==> src/core/pmrc_regs.svh <==
// Register offsets, field positions, reset values and timing counts
//
// Behaviour
// - After power-up the device sits idle with every sensing function off.
// - Setting the run bit in the power state register starts measurement.
// - Clearing the run bit returns the device from active to idle.
// - Sensing functions are off while idle and available once active.
// - Rate register bit 4 selects a reduced internal sampling rate.
// - Reduced sampling takes effect only for output rates 12.5 Hz to 400 Hz.
// - Code 1111 gives 3200 Hz; each step down halves the output rate.
// - Signal bandwidth is half the selected output data rate.
// - The run bit is bit 3 of the power state register.
`ifndef PMRC_REGS_SVH
`define PMRC_REGS_SVH

// ----------------------------------------------------------------
// Register map
// ----------------------------------------------------------------
`define PMRC_ADDR_W       6
`define PMRC_ADDR_RATE    6'h2C
`define PMRC_ADDR_PWR     6'h2D

// ----------------------------------------------------------------
// Field positions
// ----------------------------------------------------------------
`define PMRC_RUN_BIT      3
`define PMRC_LOWPWR_BIT   4
`define PMRC_CODE_MSB     3

// ----------------------------------------------------------------
// Reset values and code limits
// ----------------------------------------------------------------
`define PMRC_RATE_RST     5'h0A
`define PMRC_PWR_RST      8'h00
`define PMRC_CODE_MAX     4'hF
`define PMRC_LP_CODE_MIN  4'h7
`define PMRC_LP_CODE_MAX  4'hC

// ----------------------------------------------------------------
// Timing: 250 MHz clock, 3200 Hz fastest output rate
// ----------------------------------------------------------------
`define PMRC_CLK_HZ       32'h0EE6B280
`define PMRC_ODR_MAX_HZ   32'h00000C80
`define PMRC_BASE_CYCLES  (`PMRC_CLK_HZ / `PMRC_ODR_MAX_HZ)

`endif

==> src/core/pmrc_pkg.sv <==
// Types shared by the power mode and rate control block
package pmrc_pkg;

    // Applied rate settings
    typedef struct packed {
        logic       lowpwr;
        logic [3:0] code;
    } pmrc_rate_s;

    // Operating state, one-hot
    typedef enum logic [1:0] {
        PMRC_IDLE   = 2'b01,
        PMRC_ACTIVE = 2'b10
    } pmrc_state_e;

endpackage

==> src/core/pmrc_rate_gen.sv <==
// Sample period divider producing period and half-period strobes
`timescale 1ns/100ps
module pmrc_rate_gen (
    input  wire logic        i_clk,     // System clock
    input  wire logic        i_sys_rst, // Synchronous reset, high
    input  wire logic        i_en,      // Count while high
    input  wire logic [31:0] i_period,  // Period in clock cycles
    output logic             o_tick,    // Last cycle of the period
    output logic             o_half     // Last cycle of first half
);
    logic [31:0] cnt_reg;
    logic [31:0] last;
    logic [31:0] half_last;

    assign last      = i_period - 32'h00000001;
    assign half_last = (i_period >> 1) - 32'h00000001;

    // Free counter, restarted whenever counting is disabled
    always_ff @(posedge i_clk) begin
        if (i_sys_rst || !i_en) begin
            cnt_reg <= 32'h00000000;
        end else if (cnt_reg >= last) begin
            cnt_reg <= 32'h00000000;
        end else begin
            cnt_reg <= cnt_reg + 32'h00000001;
        end
    end

    assign o_tick = i_en && (cnt_reg == last);
    assign o_half = i_en && (cnt_reg == half_last);
endmodule

==> src/core/pmrc_top.sv <==
// Power state and output rate control of the acceleration sensor
`timescale 1ns/100ps
`include "pmrc_regs.svh"
module pmrc_top
    import pmrc_pkg::*;
#(
    parameter logic [31:0] P_BASE_CYCLES = `PMRC_BASE_CYCLES // 3200 Hz
) (
    input  wire logic                    i_clk,       // 250 MHz clock
    input  wire logic                    i_sys_rst,   // Sync reset, high
    input  wire logic                    i_reg_wr,    // Register write
    input  wire logic                    i_reg_rd,    // Register read
    input  wire logic [`PMRC_ADDR_W-1:0] i_reg_addr,  // Register offset
    input  wire logic [7:0]              i_reg_wdata, // Write data
    output logic      [7:0]              o_reg_rdata, // Read data
    output logic                         o_sense_en,  // Sensing enabled
    output logic                         o_sample_tick, // Output sample
    output logic                         o_int_tick,  // Internal sample
    output logic                         o_lowpwr_eff, // Reduced rate on
    output logic      [3:0]              o_odr_code,  // Applied rate code
    output logic      [3:0]              o_bw_shift   // 1600 Hz >> shift
);
    // ----------------------------------------------------------------
    // Register state
    // ----------------------------------------------------------------
    logic [4:0]  rate_reg;
    logic [7:0]  pwr_reg;
    pmrc_state_e state_reg;
    pmrc_state_e state_next;
    pmrc_rate_s  applied_reg;
    logic        wr_rate;
    logic        wr_pwr;
    logic        active;
    logic        lp_eff;
    logic [31:0] period;
    logic        tick_c;
    logic        half_c;

    assign wr_rate = i_reg_wr && (i_reg_addr == `PMRC_ADDR_RATE);
    assign wr_pwr  = i_reg_wr && (i_reg_addr == `PMRC_ADDR_PWR);
    assign active  = (state_reg == PMRC_ACTIVE);

    // Rate register: low power flag and code; upper bits read zero
    always_ff @(posedge i_clk) begin
        if (i_sys_rst) begin
            rate_reg <= `PMRC_RATE_RST;
        end else if (wr_rate) begin
            rate_reg <= i_reg_wdata[4:0];
        end
    end

    // Power state register, all bits kept for readback
    always_ff @(posedge i_clk) begin
        if (i_sys_rst) begin
            pwr_reg <= `PMRC_PWR_RST;
        end else if (wr_pwr) begin
            pwr_reg <= i_reg_wdata;
        end
    end

    // ----------------------------------------------------------------
    // Idle / active sequencing
    // ----------------------------------------------------------------
    // Only a write to the power register moves the state
    always_comb begin
        state_next = state_reg;
        case (state_reg)
            PMRC_IDLE: begin
                if (wr_pwr && i_reg_wdata[`PMRC_RUN_BIT]) begin
                    state_next = PMRC_ACTIVE;
                end
            end
            PMRC_ACTIVE: begin
                if (wr_pwr && !i_reg_wdata[`PMRC_RUN_BIT]) begin
                    state_next = PMRC_IDLE;
                end
            end
            default: begin
                state_next = PMRC_IDLE;
            end
        endcase
    end

    // Reset stands for main supply coming up: always idle afterwards
    always_ff @(posedge i_clk) begin
        if (i_sys_rst) begin
            state_reg <= PMRC_IDLE;
        end else begin
            state_reg <= state_next;
        end
    end

    // ----------------------------------------------------------------
    // Rate application
    // ----------------------------------------------------------------
    // Idle follows the register; active waits for the period end so a
    // running sample period is never cut short by a new code
    always_ff @(posedge i_clk) begin
        if (i_sys_rst) begin
            applied_reg <= pmrc_rate_s'(`PMRC_RATE_RST);
        end else if (!active || tick_c) begin
            applied_reg.lowpwr <= rate_reg[`PMRC_LOWPWR_BIT];
            applied_reg.code   <= rate_reg[`PMRC_CODE_MSB:0];
        end
    end

    // Each code step down doubles the period
    assign period = P_BASE_CYCLES << (`PMRC_CODE_MAX - applied_reg.code);

    // Reduced sampling only pays off between 12.5 Hz and 400 Hz
    assign lp_eff = applied_reg.lowpwr
                 && (applied_reg.code >= `PMRC_LP_CODE_MIN)
                 && (applied_reg.code <= `PMRC_LP_CODE_MAX);

    pmrc_rate_gen u_rate_gen (
        .i_clk     (i_clk),
        .i_sys_rst (i_sys_rst),
        .i_en      (active),
        .i_period  (period),
        .o_tick    (tick_c),
        .o_half    (half_c)
    );

    // ----------------------------------------------------------------
    // Outputs
    // ----------------------------------------------------------------
    // Internal sampling runs at twice the output rate, or at the output
    // rate alone in reduced mode: less current, slightly more noise
    always_ff @(posedge i_clk) begin
        if (i_sys_rst) begin
            o_sense_en    <= 1'b0;
            o_sample_tick <= 1'b0;
            o_int_tick    <= 1'b0;
            o_lowpwr_eff  <= 1'b0;
        end else begin
            o_sense_en    <= (state_next == PMRC_ACTIVE);
            o_sample_tick <= active && tick_c;
            o_int_tick    <= active && (tick_c || (half_c && !lp_eff));
            o_lowpwr_eff  <= lp_eff;
        end
    end

    // Bandwidth is one step below the output rate on the same scale
    always_ff @(posedge i_clk) begin
        if (i_sys_rst) begin
            o_odr_code <= 4'(`PMRC_RATE_RST);
            o_bw_shift <= `PMRC_CODE_MAX - 4'(`PMRC_RATE_RST);
        end else begin
            o_odr_code <= applied_reg.code;
            o_bw_shift <= `PMRC_CODE_MAX - applied_reg.code;
        end
    end

    // Read port; unmapped offsets return zero
    always_ff @(posedge i_clk) begin
        if (i_sys_rst) begin
            o_reg_rdata <= 8'h00;
        end else if (i_reg_rd) begin
            case (i_reg_addr)
                `PMRC_ADDR_RATE: o_reg_rdata <= {3'h0, rate_reg};
                `PMRC_ADDR_PWR:  o_reg_rdata <= pwr_reg;
                default:         o_reg_rdata <= 8'h00;
            endcase
        end
    end

    // ----------------------------------------------------------------
    // Assertions
    // ----------------------------------------------------------------
    // Helper: cycles since the last period end while active
    logic [31:0] h_gap;
    always_ff @(posedge i_clk) begin
        if (i_sys_rst || !active || tick_c) begin
            h_gap <= 32'h00000001;
        end else begin
            h_gap <= h_gap + 32'h00000001;
        end
    end
endmodule

==> config.mk <==
export PLATFORM = sky130hd
export DESIGN_NAME = pmrc_top
export DESIGN_NICKNAME = d
export VERILOG_FILES = /design/src/core/pmrc_pkg.sv /design/src/core/pmrc_rate_gen.sv /design/src/core/pmrc_top.sv
export VERILOG_INCLUDE_DIRS = /design/src /design/src/core
export SDC_FILE = /design/constraint.sdc
export NUM_CORES = 1
export LEC_CHECK = 0
export ABC_AREA = 1
export BUFFER_PORTS_ARGS = -buffer_cell sky130_fd_sc_hd__buf_2
export CAP_MARGIN = 20
export CORE_UTILIZATION = 62
export CTS_CLUSTER_SIZE = 28
export DETAILED_ROUTE_END_ITERATION = 6
export GPL_TIMING_DRIVEN = 0
export PLACE_DENSITY_LB_ADDON = 0.3
export SLEW_MARGIN = 0
export SYNTH_ARGS = -nofsm -noshare
export SYNTH_HDL_FRONTEND = slang
export SYNTH_HIERARCHICAL = 1
export SYNTH_SLANG_ARGS = --single-unit
==> constraint.sdc <==
create_clock -name i_clk -period 4.1 [get_ports i_clk]
set_input_delay 0.82 -clock i_clk [delete_from_list [all_inputs] [get_ports i_clk]]
set_output_delay 0.82 -clock i_clk [all_outputs]
set_load 0.01 [all_outputs]
Word level (Yosys, flattened, before mapping) --
Cells that the tools add are included.
Operators by class: $add $sub $neg 4, multiply operators 0, divide/modulo/power cells 0, $lt $le $gt $ge 3, equality and inequality tests 7, shift operators 1, mux-type cells 4, bitwise operators 0, reduce and logical (&&, ||, !) cells 18
Operators with widths (count):
- $eq 32x32->1 | 2
- $add 32x1->32 const B | 1
- $ge 32x32->1 | 1
- $shl 17x4->32 const A | 1
- $sub 31x1->32 const B | 1
- $sub 32x1->32 const B | 1
- $pmux 8 s2 | 1
- $eq 6x6->1 const B | 2
- $logic_and 1x1->1 | 11
- $eq 2x2->1 const B | 2
- $ge 4x3->1 const B | 1
- $le 4x4->1 const B | 1
- $mux 2 | 2
- $pmux 2 s2 | 1
- $sub 4x4->4 const A | 1
- $logic_not 1->1 | 3
- $logic_or 1x1->1 | 3
- $eq 2x1->1 const B | 1
- $reduce_or 2->1 | 1
Storage, ports and cells: bits in registers 72, bits in latches 0, bits in writable memories 0, bits in read-only memories 0, memories 0

Depth between registers and ports, before layout --
Gate-level depths: netlist (run 1).
depth after elaboration 8, gate-level depth with buffers 25, gate-level depth less buffers 25

By module --
The synthesis (run 1) kept the hierarchy.
By module, submodules not included:
- pmrc_rate_gen | times used 1, cells an instance 685, area an instance 4221.5 um2, seq. area each 640.6 um2
- pmrc_top | times used 1, cells an instance 283, area an instance 1930.6 um2, seq. area each 800.8 um2

Worst setup path before layout (run 1) --
No wires, ideal clock.
path kind reg2reg, start register applied_reg[0] (netlist name), end register applied_reg[3] (netlist name), arrival time 3387 ps, data required time 3970 ps, path slack 583 ps, cell stages (with the launch flop) 23, period minus slack after synthesis 3517 ps, cells stage by stage dfxtp_1 > inv_1 > ha_1 > or2_2 > nand2_1 > o21ai_0 > nor2_4 > nand2_1 > nor2_1 > nand2_1 > nor2_1 > nand2_1 > xor2_1 > ha_1 > nand2_1 > nor2_1 > nand4_1 > nor3_1 > nand4_1 > nor2_1 > nor2_2 > inv_1 > o21ai_0
Between the ends: longest elaborated chain between the ends 6
Ends and longest elaborated chain:
- start, declared | line pmrc_top.sv:30 | pmrc_rate_s applied_reg;
- start signal, assigned | line pmrc_top.sv:100 | applied_reg <= pmrc_rate_s'(`PMRC_RATE_RST);
- $sub 4x4->4 (no line)
- $shl 17x4->32 | line pmrc_top.sv:108 | assign period = P_BASE_CYCLES << (`PMRC_CODE_MAX - applied_reg.code);
- net period[13] | line pmrc_top.sv:35 | logic [31:0] period;
- $sub 32x1->32 | line pmrc_rate_gen.sv:15 | assign last = i_period - 32'h00000001;
- $eq 32x32->1 | line pmrc_rate_gen.sv:29 | assign o_tick = i_en && (cnt_reg == last);
- $logic_and 1x1->1 | line pmrc_rate_gen.sv:29
- net tick_c | line pmrc_top.sv:36 | logic tick_c;
- $logic_or 1x1->1 | line pmrc_top.sv:101 | end else if (!active || tick_c) begin
The timed path passes the listed nets, and every way through them passes these cells. A chain may end at the register's enable or synchronous reset.

Worst setup path after layout (run 1) --
start register applied_reg[1] (netlist name), end register u_rate_gen.cnt_reg[12]
Between the ends: longest elaborated chain between the ends 5
Ends and longest elaborated chain:
- $sub 4x4->4 (no line)
- $shl 17x4->32 | line pmrc_top.sv:108
- net period[5] | line pmrc_top.sv:35
- $sub 32x1->32 | line pmrc_rate_gen.sv:15
- $ge 32x32->1 | line pmrc_rate_gen.sv:22 | end else if (cnt_reg >= last) begin
- $reduce_or 2->1 (no line)
- end signal, assigned | line pmrc_rate_gen.sv:25 | cnt_reg <= cnt_reg + 32'h00000001;
- end, declared | line pmrc_rate_gen.sv:11 | logic [31:0] cnt_reg;
The timed path passes the listed nets, and every way through them passes these cells.

==> results of run 1 <==
[power breakdown]
group	total (W)	switching, W	internal [W]
Combinational	0.0000884	0.0000561	0.0000323
Clock	0.000663	0.000315	0.000348
Sequential	0.000707	0.00000358	0.000704
[metrics by stage]
stage / total power, W / setup WS [ps]
3_5_place_dp: 0.000801 / -702
2_1_floorplan: 0.000774 / 583
6_report: 0.00146 / -24.5
4_1_cts: 0.00145 / 6.27
5_1_grt: 0.00150 / -186
3_3_place_gp: 0.000799 / -699
[routing by layer]
metal / up-vias / track usage (%) / wire length (µm)
li1: 3218 / - / -
met1: 3147 / 48.7 / 7910
met2: 488 / 56.9 / 9180
met3: 146 / 8.21 / 2330
met4: 0 / 14.2 / 1370
met5: - / 0 / 0
[synthesized netlist by cell type (all sizes together)]
cell type and number:
nor2 230, nand3b 5, o21a 1, a21o 1, a31oi 3, nand4 25, inv 116, o211ai 2
ha 42, nor4 5, dfxtp 72, buf 13, o21bai 1, or2 3, a22oi 1, a21oi 23
a31o 1, o2111ai 1, and2 1, clkbuf 6, nand2 231, o21ai 41, nand3 40, xnor2 32
a211oi 2, a21boi 1, nor3 13, xor2 56
[repair_timing]
item                       CTS  global route
pin swaps                   11            33
buffers inserted            11            13
resized for setup           43           115
setup endpoints to repair   39            39
gates cloned                 1             2
[final cells by class]
cell class | instances | area, µm² | share of cell area [%]
plain buffers | 19 | 145 | 1.95
clock buffers | 9 | 124 | 1.67
clock inverters | 7 | 101 | 1.36
inverters | 116 | 444 | 5.97
multi-input cells | 761 | 4580 | 61.6
flip-flops and latches | 72 | 1450 | 19.5
well taps | 129 | 161 | 2.17
repair buffers | 64 | 434 | 5.84
[cell usage in the layout (no fill, tap or decap), types with 12 or more instances in the layout]
master | synthesis | routed
sky130_fd_sc_hd__dfxtp_1 | 72 | 70
sky130_fd_sc_hd__a21oi_1 | 23 | 22
sky130_fd_sc_hd__xnor2_1 | 32 | 31
sky130_fd_sc_hd__nor2_2 | 20 | 34
sky130_fd_sc_hd__buf_2 | 8 | 43
sky130_fd_sc_hd__buf_4 | 1 | 24
sky130_fd_sc_hd__nor2_4 | 6 | 27
sky130_fd_sc_hd__nand2_1 | 225 | 204
sky130_fd_sc_hd__xor2_1 | 56 | 56
sky130_fd_sc_hd__nand4_1 | 23 | 23
sky130_fd_sc_hd__inv_2 | 7 | 12
sky130_fd_sc_hd__inv_1 | 109 | 101
sky130_fd_sc_hd__nand3_1 | 34 | 34
sky130_fd_sc_hd__ha_1 | 42 | 38
sky130_fd_sc_hd__nor2_1 | 203 | 168
sky130_fd_sc_hd__o21ai_0 | 34 | 18
sky130_fd_sc_hd__o21ai_1 | 7 | 13
sky130_fd_sc_hd__nand2_2 | 6 | 23
[kinds of logic (layout without fill, tap and decap cells)]
group | after synthesis | after routing | share of synthesized area (%)
buf+inv | 135 | 215 | 9.01
fa+ha+maj | 42 | 42 | 8.54
simple gates | 553 | 553 | 39.5
xor+xnor | 88 | 88 | 12.5
compound gates | 78 | 78 | 6.98
flops | 72 | 72 | 23.4
[final timing paths]
path,slack (ps),cells after the start,endpoint
worst max-delay path,-20,25,u_rate_gen/cnt_reg[12]$_SDFF_PP0_
worst min register to register,460,2,o_reg_rdata[6]$_SDFFE_PP0P_
worst max register to register,-20,25,u_rate_gen/cnt_reg[12]$_SDFF_PP0_
worst min-delay path,460,2,o_reg_rdata[6]$_SDFFE_PP0P_
[worst max-delay path, stage by stage, from the launching register on]
cell	delay [ps]
sky130_fd_sc_hd__dfxtp_4	380
sky130_fd_sc_hd__buf_4	140
sky130_fd_sc_hd__ha_2	200
sky130_fd_sc_hd__or2_2	340
sky130_fd_sc_hd__nand2_4	100
sky130_fd_sc_hd__nor2_2	90
sky130_fd_sc_hd__nor2_2	180
sky130_fd_sc_hd__buf_4	140
sky130_fd_sc_hd__nand2_2	100
sky130_fd_sc_hd__nor2_4	180
sky130_fd_sc_hd__nand2_4	100
sky130_fd_sc_hd__nor2_2	110
sky130_fd_sc_hd__nand2_1	70
sky130_fd_sc_hd__xor2_1	140
sky130_fd_sc_hd__ha_1	330
sky130_fd_sc_hd__nand2_2	100
sky130_fd_sc_hd__nor2_4	130
sky130_fd_sc_hd__nand4_1	160
sky130_fd_sc_hd__nor3_2	230
sky130_fd_sc_hd__nand4_1	140
sky130_fd_sc_hd__buf_6	170
sky130_fd_sc_hd__nand2_2	80
sky130_fd_sc_hd__nor2_4	50
sky130_fd_sc_hd__nand2_4	170
sky130_fd_sc_hd__clkbuf_16	170
sky130_fd_sc_hd__nor2_1	40
==> parameters.txt, run 1 <==
Parameter                              Value

Run status
  Status    complete, but fails checks
  Violated checks    DRC, setup timing

STA
  Clk_skew    14.9 ps
  Share of the clock period used by the worst path    101%
  Pin slew with the least headroom to its limit    651 ps
  Endpoints failing hold    0
  Setup-failing EPs final    21
  Final-layout setup total negative slack    -276 ps
  Achievable clock frequency    242 MHz
  Max Transition Viols Final    0
  Final Critical Period    4120 ps
  Max transition margin    56.1%
  Post-Route Hold Slack    about 460 ps
  Final Worst Setup Slack    -24.5 ps

Clocking
  CTS Buffer Depth    2
  H-tree Lvls    3
  Num CTS Buffers    9
  Clock tree sinks    72
  Skew-Pair Late Insertion Delay    360 ps
  Clock Pin Slew Worst Setup and Hold Paths    around 90 ps
  Clock tree from TritonCTS    built
  Hold buffer count at CTS    0
  Root cell of the clock tree    sky130_fd_sc_hd__clkbuf_8

Worst setup path
  Worst flop-to-flop path startpoint    applied_reg[1]$_SDFFE_PP1P_
  Required time at the endpoint of the critical path    4360 ps
  Kind of start point of the critical path    flop
  Highest net fanout along the worst path    7
  CP Capture Type    flop
  Beginning of the critical path    applied_reg[1]$_SDFFE_PP1P_
  Arrival time reported for the critical path endpoint    4380 ps
  Setup Crit Path Kind    flop to flop

Place
  Routability cong.    between 1 and 1.5
  Placement Cell Area    6500 µm²
  Half-perimeter wire length of the detailed placement result    14000 µm
  Placed Instances    1134
  Port-buffer cells    37

Min path
  Type of the worst min-delay path    flop to flop
  Hold path startpoint    pwr_reg[6]$_SDFFE_PP0N_

Route
  Count of antenna-violating nets left after detailed routing    0
  Post-route DRC violation count    3
  Vias per std cell    between 5 and 6
  Final WL    20800 µm
  Vias    6999
  First-pass iteration count of the detailed router    7
  Wire length per cell    17.7 µm
  DRT iter0 DRCs    992

Logic synthesis
  Ys Warns    6
  Net count of the mapped netlist    1028
  Cell area after technology mapping    between 6000 and 7000 µm²
  Synthesized instance count    968
  Number of distinct library cells after synthesis    45
  Post-synth top area share    23.4%
  Number of synthesized register bits    72
  Syn Area/Cell    6.36 µm²
  Share of synthesized area occupied by flip-flops and latches    23.4%
  Top post-synthesis cells by area    sky130_fd_sc_hd__dfxtp_1 23%, sky130_fd_sc_hd__nand2_1 14%, sky130_fd_sc_hd__nor2_1 12%
  Cell taking the most area after synthesis    sky130_fd_sc_hd__dfxtp_1

Layout
  Final instance count without filler cells    1177
  Post-layout utilization of the core    79.0%
  Final nets    1103
  Max FFs per register    32
  Post-synthesis to final-layout area growth    20.9%
  Number of diodes added for antenna fixing    0
  Filler Cell Count    697
  Fraction of layout instances using a drive strength above 1    a little under a quarter
  Finished Cell Area    7440 µm²

Global routing
  First-pass GRT wire length    between 20000 and 30000 µm
  Pin count of the biggest net entering global routing    15
  Overall overflow remaining after global route    0
  Number of global-route vias before repair    5762
  Number of antenna violations at the first check in global routing    0
  GR Util All Layers    36.4%

Job
  Number of max-cap violations    0

Die
  # rows    35
  Height of the chip    102 µm
  Die extent in x    102 µm
  I/O Pins    38
  Initial Utilization    65.3%
  Core Box Area    9420 µm²
  Total die area    10300 µm²

Power
  Pwr per Cell Area    196 nW/µm²
  Peak supply drop    0.184 mV
  Leakage Power    3.20 nW
No activity file was read; power rests on OpenSTA's default activity.
==> run 2, diff against run 1 <==
Settings changed: CORE_UTILIZATION 62 to 25, CTS_CLUSTER_DIAMETER from default to 100, SYNTH_HIERARCHICAL 1 to default.
==> parameters.txt, run 2 <==
Parameter                              Value

Run status
  Status    finished, final reports clean

STA
  Post-Route Hold Slack    448 ps
  Max Transition Viols Final    0
  Pin slew with the least headroom to its limit    between 500 and 600 ps
  Clk_skew    approximately 6.1 ps
  Max transition margin    62.8%
  Setup-failing EPs final    0
  Share of the clock period used by the worst path    94.4%
  Final Worst Setup Slack    228 ps
  Endpoints failing hold    0
  Achievable clock frequency    258 MHz
  Final Critical Period    3870 ps

Die
  Initial Utilization    25.5%
  # rows    between 50 and 60
  Height of the chip    154 µm
  Total die area    23800 µm²
  Die extent in x    approximately 150 µm
  Core Box Area    22700 µm²
  I/O Pins    38

Logic synthesis
  Ys Warns    0
  Syn Area/Cell    6.66 µm²
  Post-synth top area share    24.9%
  Synthesized instance count    871
  Top post-synthesis cells by area    sky130_fd_sc_hd__dfxtp_1 25%, sky130_fd_sc_hd__nand2_1 13%, sky130_fd_sc_hd__ha_1 9.9%
  Share of synthesized area occupied by flip-flops and latches    about a quarter
  Number of distinct library cells after synthesis    between 40 and 50
  Most used DFF post-synth    sky130_fd_sc_hd__dfxtp_1
  Proportion of synthesized flip-flops having asynchronous set or reset    0%
  Most numerous cell types in the synthesized netlist    199 x sky130_fd_sc_hd__nand2_1, 109 x sky130_fd_sc_hd__inv_1, 93 x sky130_fd_sc_hd__nor2_1, 72 x sky130_fd_sc_hd__dfxtp_1, 72 x sky130_fd_sc_hd__nand3_1
  Number of synthesized flops with an enable pin    0
  Cell taking the most area after synthesis    sky130_fd_sc_hd__dfxtp_1
  Dominant cell by count in the synthesized netlist    sky130_fd_sc_hd__nand2_1
  Number of synthesized register bits    just over 70
  Cell area after technology mapping    5800 µm²
  Net count of the mapped netlist    935

Layout
  Final nets    993
  Final instance count without filler cells    1219
  Finished Cell Area    6890 µm²
  Max FFs per register    32
  Fraction of layout instances using a drive strength above 1    17.7%
  Number of diodes added for antenna fixing    0
  Most frequent cells in the layout    195 x sky130_fd_sc_hd__nand2_1, 107 x sky130_fd_sc_hd__inv_1, 89 x sky130_fd_sc_hd__nor2_1, 70 x sky130_fd_sc_hd__nand3_1, 70 x sky130_fd_sc_hd__dfxtp_1
  Most common cell after layout, fill and taps aside    sky130_fd_sc_hd__nand2_1
  Post-synthesis to final-layout area growth    18.8%
  Multi-input gate area in the final layout    3860 µm²
  Filler Cell Count    2541
  Sequential cell area    about 1400 µm²

Power
  Clock power frac    between 50% and 60%
  Internal cell power    0.00127 W
  Peak supply drop    0.197 mV
  Switching part of the total power    23.7%
  Power Total    0.00167 W
  Switching pwr    between 0.0003 and 0.0004 W
  Seq pwr share    42.5%
  Pwr per Cell Area    242 nW/µm²
  Portion of total power attributed to combinational logic    around 4.8%
  Leakage Power    3.01 nW

Route
  Post-route DRC violation count    0
  Wire length per cell    roughly 14 µm
  DRT iter0 DRCs    327
  Vias    5488
  Vias per std cell    4.50
  Count of antenna-violating nets left after detailed routing    0
  Final WL    around 17000 µm
  First-pass iteration count of the detailed router    5

Clocking
  Hold buffer count at CTS    0
  H-tree Lvls    3
  Root cell of the clock tree    sky130_fd_sc_hd__clkbuf_16
  CTS Buffer Depth    2
  Num CTS Buffers    9
  Skew-Pair Late Insertion Delay    350 ps
  Clock Pin Slew Worst Setup and Hold Paths    70 ps
  Clock tree from TritonCTS    built
  Clock tree sinks    slightly above 70

Worst setup path
  Largest delay contributor family on the critical path    simple AND/OR/NAND/NOR gates
  Slowest stage delay, CP    400 ps
  Ordered list of cells on the worst path    clkinvlp_4 > ha_4 > inv_2 > nand2_4 > nand2_1 > nand2_2 > nand2_2 > nor2_4 > nand2_1 > nor2_2 > nand2_1 > o31ai_1 > ha_1 > nand3_1 > inv_1 > nand2_1 > a31oi_1 > nor4_2 > nand2_2 > buf_4 > a21oi_1
  Crit path top cell by count    sky130_fd_sc_hd__nand2_1
  R2R Setup Slk    230 ps
  CP bufs+invs    4
  Standard cell with the maximum stage delay on the critical path    sky130_fd_sc_hd__dfxtp_4
  CP Capture Type    flop
  Required time at the endpoint of the critical path    4380 ps
  Arrival time reported for the critical path endpoint    4160 ps
  Kind of start point of the critical path    flop
  Highest net fanout along the worst path    7
  Setup Crit Path Kind    flop to flop

Global routing
  Number of global-route vias before repair    5289
  GR Util All Layers    14.5%
  Number of antenna violations at the first check in global routing    0
  First-pass GRT wire length    27200 µm
  Overall overflow remaining after global route    0
  Pin count of the biggest net entering global routing    14

Place
  Half-perimeter wire length of the detailed placement result    around 13000 µm
  Placed Instances    1193
  Placement Cell Area    between 6000 and 7000 µm²
  Routability cong.    0.871
  Port-buffer cells    37
  Post-Place Worst Slack    -760 ps

Job
  Number of max-cap violations    0

Min path
  Type of the worst min-delay path    flop to flop
[run 2: cells by family (layout without fill, tap and decap cells)]
logic type,after synthesis,count (layout),share of synthesized area [%]
compound gates,94,94,9.13
fa+ha+maj,46,46,9.92
simple gates,453,453,36.3
xor+xnor,62,62,9.36
buf+inv,144,207,10.5
flops,72,72,24.9
[run 2: path summary, 6_finish.rpt]
check,from,end,cells after the start
max,applied_reg[0]$_SDFFE_PP0P_,u_rate_gen.cnt_reg[4]$_SDFF_PP0_,21
min,pwr_reg[2]$_SDFFE_PP0P_,pwr_reg[2]$_SDFFE_PP0P_,2
max reg2reg,applied_reg[0]$_SDFFE_PP0P_,u_rate_gen.cnt_reg[4]$_SDFF_PP0_,21
min reg2reg,pwr_reg[2]$_SDFFE_PP0P_,pwr_reg[2]$_SDFFE_PP0P_,2
[run 2: power by group through the flow]
stage / logic [W] / registers (W) / clock network [W]
final: 0.0000800 / 0.000709 / 0.000877
after CTS: 0.0000780 / 0.000710 / 0.000899
after detailed placement: 0.0000774 / 0.000725 / 0
after global routing: 0.0000907 / 0.000709 / 0.000923
after global placement: 0.0000771 / 0.000725 / 0
after floorplan: 0.0000482 / 0.000727 / 0
[run 2: layout make-up]
type	count	area share [%]
Inverter	125	6.99
Clock inverter	6	1.34
Tap cell	285	5.18
Buffer	19	2.27
Multi-Input combinational cell	655	56.1
Clock buffer	10	3.32
Timing Repair Buffer	47	3.78
Sequential cell	72	21.0
[run 2: what timing repair did]
item / in CTS / in global routing
pin swaps: 0 / 4
gates resized for setup: 14 / 30
setup buffers: 0 / 9
gates cloned: 0 / 1
setup endpoints to repair: 39 / 37
[run 2: metal layers]
metal	vias to the layer above	part of all wire (%)	global-route usage [%]
met5	-	0	0
met3	12	3.9	2.41
li1	2913	-	-
met2	103	45	23.5
met1	2460	50	19.7
met4	0	1.2	4.10
[run 2: worst min-delay path, delay by kind of cell, from the launching register on]
| kind | cells | cell delay, ps |
|---|---|---|
| buf+inv | 1 | 50 |
| compound gates | 1 | 50 |
| flops | 1 | 290 |
[run 2: metrics by stage]
| step | utilization (%) | TNS, ps |
|---|---|---|
| 5_1_grt | 30.3 | -13.5 |
| 4_1_cts | 29.5 | 0 |
| 3_3_place_gp | 27.9 | -20440 |
| 6_report | 30.3 | 0 |
| 2_1_floorplan | - | 0 |
| 3_5_place_dp | 27.9 | -22640 |
